<file path="config.mk">
export PLATFORM = sky130hd
export DESIGN_NAME = prt_timer
export DESIGN_NICKNAME = d
export VERILOG_FILES = /design/src/common/prt_pkg.sv /design/src/design/prt_src_sel.sv /design/src/design/prt_timer.sv
export SDC_FILE = /design/constraint.sdc
export NUM_CORES = 1
export LEC_CHECK = 0
export ABC_AREA = 0
export BUFFER_PORTS_ARGS = -buffer_cell sky130_fd_sc_hd__buf_2
export CAP_MARGIN = 0
export CORE_UTILIZATION = 50
export CTS_CLUSTER_DIAMETER = 40
export DETAILED_ROUTE_END_ITERATION = 6
export HOLD_SLACK_MARGIN = 0.02
export MAX_ROUTING_LAYER = met4
export PLACE_DENSITY = 0.68
export RECOVER_POWER = 100
export SYNTH_ARGS = -nofsm -noshare
export SYNTH_HDL_FRONTEND = slang
export SYNTH_HIERARCHICAL = 1
export SYNTH_SLANG_ARGS = --single-unit
</file>
<file path="constraint.sdc">
create_clock -name core_clk -period 6.45 [get_ports core_clk]
set_input_delay 0.3225 -clock core_clk [delete_from_list [all_inputs] [get_ports core_clk]]
set_output_delay 0.3225 -clock core_clk [all_outputs]
set_load 0.05 [all_outputs]
</file>
<file path="src/common/prt_pkg.sv">
package prt_pkg;

  // ----------------------------------------------------------------
  // Register map (byte addresses)
  // ----------------------------------------------------------------
  localparam logic [15:0] ADDR_CTRL  = 16'h0100;
  localparam logic [15:0] ADDR_IOCTL = 16'h0101;
  localparam logic [15:0] ADDR_MODE  = 16'h0102;
  localparam logic [15:0] ADDR_PRE   = 16'h0103;
  localparam logic [15:0] ADDR_MAIN  = 16'h0104;
  localparam logic [15:0] ADDR_PSEL  = 16'h0180;

  // ----------------------------------------------------------------
  // Field positions
  // ----------------------------------------------------------------
  localparam int BIT_RUN   = 0;
  localparam int BIT_CNTF  = 1;
  localparam int BIT_HALT  = 2;
  localparam int BIT_EDGEF = 4;
  localparam int BIT_UNDF  = 5;
  localparam int BIT_GATE  = 7;
  localparam int MODE_LSB  = 0;
  localparam int CSEL_LSB  = 4;

  // ----------------------------------------------------------------
  // Values after reset, and the mode register write mask
  // ----------------------------------------------------------------
  localparam logic [7:0] RST_IOCTL = 8'h00;
  localparam logic [7:0] RST_MODE  = 8'h00;
  localparam logic [7:0] RST_PRE   = 8'hff;
  localparam logic [7:0] RST_MAIN  = 8'hff;
  localparam logic [4:0] RST_PSEL  = 5'h00;
  localparam logic [7:0] MODE_MASK = 8'hf7;

  // ----------------------------------------------------------------
  // Divider counts
  // ----------------------------------------------------------------
  localparam logic [2:0] DIV8_LAST  = 3'h7;
  localparam logic [4:0] DIV32_LAST = 5'h1f;

  // Operating modes
  typedef enum logic [2:0] {
    PRT_MODE_TIMER  = 3'b000,
    PRT_MODE_PULSE  = 3'b001,
    PRT_MODE_EVENT  = 3'b010,
    PRT_MODE_PWIDTH = 3'b011,
    PRT_MODE_PPER   = 3'b100
  } prt_mode_t;

  // Count source codes
  typedef enum logic [2:0] {
    PRT_SRC_F1    = 3'b000,
    PRT_SRC_F8    = 3'b001,
    PRT_SRC_OSC   = 3'b010,
    PRT_SRC_F2    = 3'b011,
    PRT_SRC_SUB32 = 3'b100,
    PRT_SRC_SUB   = 3'b110
  } prt_src_t;

endpackage

</file>
<file path="src/design/prt_src_sel.sv">
module prt_src_sel (
  input  wire logic       core_clk,       // System clock
  input  wire logic       reset_n,        // Async reset, active low
  input  wire logic [2:0] clk_sel,        // Count source code
  input  wire logic       source_gate,    // 1 cuts the source off
  input  wire logic       onchip_osc_clk, // On-chip oscillator level
  input  wire logic       sub_clk,        // Sub-clock level
  output logic            src_tick        // One-cycle count enable
);

  logic [2:0] div_reg,  div_next;
  logic [4:0] sub_reg,  sub_next;
  logic       osc_reg,  osc_next;
  logic       subd_reg, subd_next;
  logic       tick_reg, tick_next;
  logic       osc_rise;
  logic       sub_rise;

  // ----------------------------------------------------------------
  // Source dividers and selection
  // ----------------------------------------------------------------
  always_comb begin
    osc_rise  = onchip_osc_clk & ~osc_reg;
    sub_rise  = sub_clk & ~subd_reg;
    div_next  = div_reg + 3'h1;
    osc_next  = onchip_osc_clk;
    subd_next = sub_clk;
    sub_next  = sub_rise ? sub_reg + 5'h1 : sub_reg;
    case (prt_pkg::prt_src_t'(clk_sel))
      prt_pkg::PRT_SRC_F1:    tick_next = 1'b1;
      prt_pkg::PRT_SRC_F2:    tick_next = div_reg[0];
      prt_pkg::PRT_SRC_F8:    tick_next = (div_reg == prt_pkg::DIV8_LAST);
      prt_pkg::PRT_SRC_OSC:   tick_next = osc_rise;
      prt_pkg::PRT_SRC_SUB32: tick_next = sub_rise && (sub_reg == prt_pkg::DIV32_LAST);
      prt_pkg::PRT_SRC_SUB:   tick_next = sub_rise;
      default:                tick_next = 1'b0; // Forbidden codes give no source
    endcase
    if (source_gate) begin
      tick_next = 1'b0;
    end
  end

  // Register the divider state and the enable
  always_ff @(posedge core_clk or negedge reset_n) begin
    if (!reset_n) begin
      div_reg  <= 3'h0;
      sub_reg  <= 5'h00;
      osc_reg  <= 1'b0;
      subd_reg <= 1'b0;
      tick_reg <= 1'b0;
    end else begin
      div_reg  <= div_next;
      sub_reg  <= sub_next;
      osc_reg  <= osc_next;
      subd_reg <= subd_next;
      tick_reg <= tick_next;
    end
  end

  assign src_tick = tick_reg;

endmodule

</file>
<file path="src/design/prt_timer.sv">
// The implementer's own choice: the strobed register port.
module prt_timer (
  input  wire logic        core_clk,       // System clock, 100 MHz
  input  wire logic        reset_n,        // Async reset, active low
  input  wire logic [15:0] reg_addr,       // Register byte address
  input  wire logic [7:0]  reg_wdata,      // Write data
  input  wire logic        reg_wr,         // Write strobe
  input  wire logic        reg_rd,         // Read strobe
  input  wire logic        onchip_osc_clk, // On-chip oscillator level
  input  wire logic        sub_clk,        // Sub-clock level
  output logic [7:0]       reg_rdata,      // Read data, cycle after strobe
  output logic             timer_irq,      // Underflow request pulse
  output logic [1:0]       io_pin_sel,     // Timer pin assignment
  output logic [7:0]       io_control,     // I/O control field copy
  output logic [2:0]       op_mode         // Selected operating mode
);

  // ----------------------------------------------------------------
  // State
  // ----------------------------------------------------------------
  logic       run_reg,     run_next;
  logic       cntf_reg,    cntf_next;
  logic       edgef_reg,   edgef_next;
  logic       undf_reg,    undf_next;
  logic [7:0] ioctl_reg,   ioctl_next;
  logic [7:0] mode_reg,    mode_next;
  logic [4:0] psel_reg,    psel_next;
  logic [7:0] pre_rld_reg, pre_rld_next;
  logic [7:0] pre_cnt_reg, pre_cnt_next;
  logic [7:0] tm_rld_reg,  tm_rld_next;
  logic [7:0] tm_cnt_reg,  tm_cnt_next;
  logic       pre_pnd_reg, pre_pnd_next;
  logic       tm_pnd_reg,  tm_pnd_next;
  logic       irq_reg,     irq_next;
  logic [7:0] rdata_reg,   rdata_next;
  logic       src_tick;
  logic       pre_uf;
  logic       tm_uf;
  logic       wr_ctrl;
  logic       wr_pre;
  logic       wr_main;
  logic       halt;

  // ----------------------------------------------------------------
  // Count source selection
  // ----------------------------------------------------------------
  prt_src_sel u_src (
    .core_clk       (core_clk),
    .reset_n        (reset_n),
    .clk_sel        (mode_reg[prt_pkg::CSEL_LSB +: 3]),
    .source_gate    (mode_reg[prt_pkg::BIT_GATE]),
    .onchip_osc_clk (onchip_osc_clk),
    .sub_clk        (sub_clk),
    .src_tick       (src_tick)
  );

  // ----------------------------------------------------------------
  // Write decode
  // ----------------------------------------------------------------
  always_comb begin
    wr_ctrl = reg_wr && (reg_addr == prt_pkg::ADDR_CTRL);
    wr_pre  = reg_wr && (reg_addr == prt_pkg::ADDR_PRE);
    wr_main = reg_wr && (reg_addr == prt_pkg::ADDR_MAIN);
    halt    = wr_ctrl && reg_wdata[prt_pkg::BIT_HALT];
  end

  // ----------------------------------------------------------------
  // Configuration registers
  // ----------------------------------------------------------------
  always_comb begin
    ioctl_next = ioctl_reg;
    mode_next  = mode_reg;
    psel_next  = psel_reg;
    if (reg_wr && (reg_addr == prt_pkg::ADDR_IOCTL)) begin
      ioctl_next = reg_wdata;
    end else if (reg_wr && (reg_addr == prt_pkg::ADDR_MODE)) begin
      mode_next = reg_wdata & prt_pkg::MODE_MASK;
    end else if (reg_wr && (reg_addr == prt_pkg::ADDR_PSEL)) begin
      psel_next = reg_wdata[4:0];
    end
  end

  // ----------------------------------------------------------------
  // Control, status and flags
  // ----------------------------------------------------------------
  always_comb begin
    run_next   = run_reg;
    cntf_next  = cntf_reg;
    edgef_next = edgef_reg;
    undf_next  = undf_reg;
    if (wr_ctrl) begin
      run_next   = reg_wdata[prt_pkg::BIT_RUN];
      edgef_next = edgef_reg & reg_wdata[prt_pkg::BIT_EDGEF];
      undf_next  = undf_reg & reg_wdata[prt_pkg::BIT_UNDF];
    end
    if (src_tick) begin
      cntf_next = run_reg;
    end
    if (halt) begin
      run_next  = 1'b0;
      cntf_next = 1'b0;
    end
    if (tm_uf) begin
      undf_next = 1'b1; // Set wins over a same-cycle clear
    end
  end

  // ----------------------------------------------------------------
  // Prescaler and timer counting
  // ----------------------------------------------------------------
  always_comb begin
    pre_rld_next = pre_rld_reg;
    pre_cnt_next = pre_cnt_reg;
    tm_rld_next  = tm_rld_reg;
    tm_cnt_next  = tm_cnt_reg;
    pre_pnd_next = pre_pnd_reg;
    tm_pnd_next  = tm_pnd_reg;
    pre_uf       = 1'b0;
    tm_uf        = 1'b0;
    // Prescaler steps on each source tick while running
    if (src_tick && run_reg) begin
      if (pre_pnd_reg) begin
        pre_cnt_next = pre_rld_reg;
        pre_pnd_next = 1'b0;
      end else if (pre_cnt_reg == 8'h00) begin
        pre_cnt_next = pre_rld_reg;
        pre_uf       = 1'b1;
      end else begin
        pre_cnt_next = pre_cnt_reg - 8'h01;
      end
    end
    // Timer steps once per prescaler underflow
    if (pre_uf) begin
      if (tm_pnd_reg) begin
        tm_cnt_next = tm_rld_reg;
        tm_pnd_next = 1'b0;
      end else if (tm_cnt_reg == 8'h00) begin
        tm_cnt_next = tm_rld_reg;
        tm_uf       = 1'b1;
      end else begin
        tm_cnt_next = tm_cnt_reg - 8'h01;
      end
    end
    // Software writes to the prescaler
    if (wr_pre) begin
      pre_rld_next = reg_wdata;
      if (cntf_reg || run_reg) begin
        pre_pnd_next = 1'b1;
      end else begin
        pre_cnt_next = reg_wdata;
      end
    end
    // Software writes to the timer
    if (wr_main) begin
      tm_rld_next = reg_wdata;
      if (cntf_reg || run_reg) begin
        tm_pnd_next = 1'b1;
      end else begin
        tm_cnt_next = reg_wdata;
      end
    end
    // Forced halt restores both stages
    if (halt) begin
      pre_rld_next = prt_pkg::RST_PRE;
      pre_cnt_next = prt_pkg::RST_PRE;
      tm_rld_next  = prt_pkg::RST_MAIN;
      tm_cnt_next  = prt_pkg::RST_MAIN;
      pre_pnd_next = 1'b0;
      tm_pnd_next  = 1'b0;
      pre_uf       = 1'b0;
      tm_uf        = 1'b0;
    end
    irq_next = tm_uf;
  end

  // ----------------------------------------------------------------
  // Read data
  // ----------------------------------------------------------------
  always_comb begin
    rdata_next = 8'h00;
    if (!reg_rd) begin
      rdata_next = 8'h00;
    end else if (reg_addr == prt_pkg::ADDR_CTRL) begin
      rdata_next = {2'h0, undf_reg, edgef_reg, 2'h0, cntf_reg, run_reg};
    end else if (reg_addr == prt_pkg::ADDR_IOCTL) begin
      rdata_next = ioctl_reg;
    end else if (reg_addr == prt_pkg::ADDR_MODE) begin
      rdata_next = mode_reg;
    end else if (reg_addr == prt_pkg::ADDR_PRE) begin
      rdata_next = pre_cnt_reg;
    end else if (reg_addr == prt_pkg::ADDR_MAIN) begin
      rdata_next = tm_cnt_reg;
    end else if (reg_addr == prt_pkg::ADDR_PSEL) begin
      rdata_next = {3'h0, psel_reg};
    end
  end

  // ----------------------------------------------------------------
  // Registers
  // ----------------------------------------------------------------
  always_ff @(posedge core_clk or negedge reset_n) begin
    if (!reset_n) begin
      run_reg     <= 1'b0;
      cntf_reg    <= 1'b0;
      edgef_reg   <= 1'b0;
      undf_reg    <= 1'b0;
      ioctl_reg   <= prt_pkg::RST_IOCTL;
      mode_reg    <= prt_pkg::RST_MODE;
      psel_reg    <= prt_pkg::RST_PSEL;
      pre_rld_reg <= prt_pkg::RST_PRE;
      pre_cnt_reg <= prt_pkg::RST_PRE;
      tm_rld_reg  <= prt_pkg::RST_MAIN;
      tm_cnt_reg  <= prt_pkg::RST_MAIN;
      pre_pnd_reg <= 1'b0;
      tm_pnd_reg  <= 1'b0;
      irq_reg     <= 1'b0;
      rdata_reg   <= 8'h00;
    end else begin
      run_reg     <= run_next;
      cntf_reg    <= cntf_next;
      edgef_reg   <= edgef_next;
      undf_reg    <= undf_next;
      ioctl_reg   <= ioctl_next;
      mode_reg    <= mode_next;
      psel_reg    <= psel_next;
      pre_rld_reg <= pre_rld_next;
      pre_cnt_reg <= pre_cnt_next;
      tm_rld_reg  <= tm_rld_next;
      tm_cnt_reg  <= tm_cnt_next;
      pre_pnd_reg <= pre_pnd_next;
      tm_pnd_reg  <= tm_pnd_next;
      irq_reg     <= irq_next;
      rdata_reg   <= rdata_next;
    end
  end

  // ----------------------------------------------------------------
  // Outputs, all straight from flip-flops
  // ----------------------------------------------------------------
  assign reg_rdata  = rdata_reg;
  assign timer_irq  = irq_reg;
  assign io_pin_sel = psel_reg[1:0];
  assign io_control = ioctl_reg;
  assign op_mode    = mode_reg[prt_pkg::MODE_LSB +: 3];

endmodule

</file>
# Word-level counts from Yosys, hierarchy flattened
# Cells that the tools add are included.
[totals]
in_bits = 30
reg_bits = 78
wordCells = 111
output_inout_bits = 22
[op_classes]
n_bitwise = 8
mux = 46
reduce_logical = 20
n_addsub = 4
eq_ne = 13
[op_table]
columns = ["operator", "count"]
rows = [
  ["8-bit 2-to-1 mux", 22],
  ["16-bit by 9-bit equality test with 1-bit output (second input constant)", 6],
  ["1-bit 2-to-1 mux", 22],
  ["8-bit zero test", 2],
  ["8-bit by 1-bit subtractor with 8-bit output (second input constant)", 2],
  ["2-bit nonzero test", 5],
  ["3-bit equality test (second input constant)", 3],
  ["1-bit logical AND", 9],
  ["3-bit by 2-bit equality test with 1-bit output (second input constant)", 2],
  ["1-bit one-hot mux with 6 select lines", 1],
  ["5-bit by 1-bit adder with 5-bit output (second input constant)", 1],
  ["5-bit equality test (second input constant)", 1],
  ["5-bit 2-to-1 mux", 1],
  ["1-bit AND", 4],
  ["1-bit inverter", 4],
  ["3-bit by 1-bit adder with 3-bit output (second input constant)", 1],
  ["3-bit by 1-bit equality test with 1-bit output (second input constant)", 1],
  ["3-bit zero test", 1],
  ["3-bit AND reduction", 1],
  ["2-bit AND reduction", 1],
  ["1-bit logical OR", 1],
]

# Depth between registers and ports, before layout
[logic_depth]
word_depth = 8
mapped_depth = 9

# Cells and area by module
# Netlist, hierarchy kept.
[by_module_without_submodules]
columns = ["mod", "instances", "seq_area_each_um2", "cells_per_inst", "area_per_inst_um2"]
rows = [
  ["prt_timer", 1, 1716.6, 406, 3953.8],
  ["prt_src_sel", 1, 275.3, 35, 479.2],
]

# Worst setup path before layout
# OpenSTA, ideal clock, no wires.
[synth_path]
kind = "in2reg"
start = "input reg_addr[13]"
end = "register mode_reg[0]"
setup_ps = 125
path_stages = 6
path_slack_ps = 4303
arrival_ps = 2022
cell_sequence = "or4_1 -> buf_2 -> nor4_1 -> nand3_1 -> nor3_4 -> mux2_2"
[synth_via]
elab_chain_len = 4
word_cells_on_any_way = 6
cone_classes = "eq/ne: 2; bitwise: 1; reduce/logical: 3"
[synth_lines]
columns = ["element", "line_no", "text"]
rows = [
  ["from (decl)", "prt_timer.sv:5", "input wire logic [15:0] reg_addr,"],
  ["16-bit by 9-bit equality test with 1-bit output", "prt_timer.sv:74", "if (reg_wr && (reg_addr == prt_pkg::ADDR_IOCTL)) begin"],
  ["1-bit logical AND", "prt_timer.sv:74", ""],
  ["1-bit inverter (no source line)", "n/a", ""],
  ["2-bit AND reduction (no source line) (*)", "n/a", ""],
  ["to (signal assigned)", "prt_timer.sv:208", "mode_reg <= prt_pkg::RST_MODE;"],
  ["to (signal assigned)", "prt_timer.sv:224", "mode_reg <= mode_next;"],
  ["to (decl)", "prt_timer.sv:26", "logic [7:0] mode_reg, mode_next;"],
]
# Every way passes the cells marked *; elsewhere a longest branch is shown, timed or not.
# A chain may end at the register's enable or synchronous reset.

==> qor.yml <==
sta:
  finClkSkew_ns: 0.008948
  slew_headroom_pct: -175.2
  tightest_slew_ns: 4.127
  setup_slack_ns: 2.691
  fmax_ghz: 0.2660
  finalMaxSlewViolations: 79
  tns_ns: 0
  fin_crit_sh_pct: 58.29
  setup_violations: 0
  fin_crit_ns: 3.759
  rsz0062_at_grt: "no"
  hold_viol_final: 0
  hold_ws_ns: 0.08989
drt:
  vias: 3696
  wire_per_inst_um: 20.25
  dr_wl_met2_mm: 5.256
  routed_wl_mm: 11.95
  first_pass_iters: 5
  maxUsedRoutingLayer: "met4"
  drtIter0Drc: 220
  met3WireLength_um: 644
  drc: 0
  via_per_inst: 6.264
  ant_nets: 0
  wl_met1_mm: 5.578
worst_setup_path:
  cp-startpoint: "reset_n"
  cp_max_fo: 78
  critical_path_arrival_ns: 3.26
  critPathSlowestCell: "clkbuf_1"
  path_delay_family: "buffers and inverters"
  worstSetupPathType: "input pin to async pin"
  cp-start-kind: "input pin"
  critPathCaptureType: "async pin"
  cp.required_ns: 5.95
  crit_buf_inv: 1
  rr_startpoint: "pre_cnt_reg[0]"
  crit_path_cell_trace: "clkbuf_1"
  slowest_delay_ns: 2.83
global_routing:
  overflow: 0
  grt_pass1_vias: 3415
  grtUsageTotal_pct: 28.20
  grt_max_degree: 79
  antenna_found_initial: 0
  grt_pass1_wl_mm: 18.60
yosys:
  synth_cell_type_count: 68
  netlist_area_mm2: 0.004433
  synth.net_count: 479
  synth_edf_count: 0
  async_flop_share_pct: 100.0
  avgSynthCellArea_um2: 10.05
  synthFlopType: "dfrtp_1"
  ys_seq_area_share_pct: 44.93
  ys_ff_latch: 78
  yosysWarnings: 6
  postSynthCellCount: 441
layout:
  syn2layout_area_growth_pct: 8.213
  nNetsFinal: 518
  drive_gt1_share_pct: 22.27
  n_antenna_cell: 0
  fill_cells: 793
die:
  die_h_um: 96.16
  fp.dieArea_mm2: 0.009247
  ios: 52
  die_w_um: 96.16
  start_util_pct: 52.89
  core_mm2: 0.008382
  rows: 33
pwr:
  p_sw_w: 0.0002441
  ir_drop_v: 0.0001765
  clkPwrFrac_pct: 35.3
  powerDensity_mw_per_mm2: 191.5
  sw_frac_of_total_pct: 26.57
  power_frac_comb_pct: 8.2
  p_leak_nw: 2.124
  p_int_w: 0.0006748
  p_seq_share_pct: 56.5
run_status:
  status: "finished with violations"
  violations: "max-capacitance violations, max-slew violations"
clock_tree:
  cts_tree: "yes"
  cts-htree-levels: 3
  clockBufferDepth: 2
  clk_pin_slew_ns: 0.08
  numCtsBuffers: 9
  cts-root-buf: "clkbuf_8"
  cts_hold_buf: 0
  clkLatencyLatePin_ns: 0.35
  post_cts_buffers: 0
  cts.sinks: 78
  ctsResizeCount: 0
placement:
  place_ws_ns: 3.733
  io_buffers: 51
  dp.final_hpwl_mm: 8.383
  place.gp.congestion: 0.9652
min_path:
  min-delay-path-class: "input pin to flop"
  holdCritStartpoint: "sub_clk"
flow_run:
  maxCapViolations: 1
[power by group through the flow]
stage | sequential [W] | combinational (W) | clock (W)
after detailed placement | 0.000528 | 0.0000763 | 0
after floorplan | 0.000526 | 0.0000407 | 0
after global routing | 0.000522 | 0.0000823 | 0.000348
after global placement | 0.000528 | 0.0000748 | 0
final | 0.000519 | 0.0000749 | 0.000325
after CTS | 0.000520 | 0.0000763 | 0.000330
[path summary, 6_finish.rpt]
path | depth (start not counted) | end | slack [ns]
worst max-delay path | 1 | mode_reg[5] | 2.69
worst min-delay path | 1 | u_src/subd_reg | 0.09
worst max register to register | 7 | tm_cnt_reg[0] | 3.36
worst min register to register | 1 | u_src/sub_reg[3] | 0.47
max in group core_clk | 7 | tm_cnt_reg[0] | 3.36
min in group asynchronous | 1 | io_control[2] | 1.39
[cell usage in the layout (no fill, tap or decap), types with 12 or more instances in the layout]
cell type	synthesis	layout
dfrtp_1	46	46
nand2_1	43	43
dfstp_2	32	30
clkbuf_1	8	27
buf_2	6	25
nor2_1	24	24
mux2_2	24	24
o21ai_0	20	21
inv_1	19	19
a21oi_1	19	19
nand3_1	15	15
mux2i_1	14	14
nor3_1	11	12
[per-stage QoR]
stage,cells,total power [W],utilization (%),cell area (um^2)
3_3_place_gp,574,0.0006024,56.13,4705
2_1_floorplan,441,0.0005663,-,4433
6_report,590,0.0009189,57.23,4797
3_5_place_dp,574,0.0006047,56.13,4705
4_1_cts,590,0.0009265,58.11,4871
5_1_grt,590,0.0009515,57.23,4797
[per-layer routing]
layer  vias up  global-route usage (%)
met5         -                       -
met4         0                   14.80
met3        35                   4.107
met2       141                   39.72
met1      1799                   39.14
li1       1721                       -
[worst reg2reg max path: cells and delay by family, from the launching register on]
family | cells | cell delay, ns
simple gates | 2 | 1.59
compound gates | 3 | 0.69
flops | 1 | 0.41
fa+ha+maj | 1 | 0.15
buf+inv | 1 | 0.14
[cell usage after synthesis, types with 9 or more instances]
master,number,area share (%)
dfrtp_1,46,26
nand2_1,43,3.6
dfstp_2,32,19
mux2_2,24,6.1
nor2_1,24,2.0
o21ai_0,20,2.3
a21oi_1,19,2.1
inv_1,19,1.6
nand3_1,15,1.7
mux2i_1,14,3.2
nor3_1,11,1.2
nand4_1,10,1.4
o211ai_1,9,1.5
[cell type report]
class	count	area, um^2	share of cell area [%]
Tap cell	105	131.4	2.739
Timing Repair Buffer	51	222.7	4.643
Inverter	19	71.32	1.487
Multi-Input combinational cell	321	2213	46.14
Sequential cell	78	1992	41.52
Clock inverter	6	38.79	0.8086
Clock buffer	10	127.6	2.660
[logic make-up (layout without fill, tap and decap cells)]
logic type,Yosys count,after routing,synth area share (%)
adders and majority gates,8,8,2.258
AOI/OAI and AO/OA,108,108,17.39
buffers and inverters,42,86,4.262
and+or+nand+nor,163,163,21.11
muxes,38,38,9.258
xor gates and xnor gates,4,4,0.7904
DFF,78,78,44.93
Power figures use the tool's default switching activity.
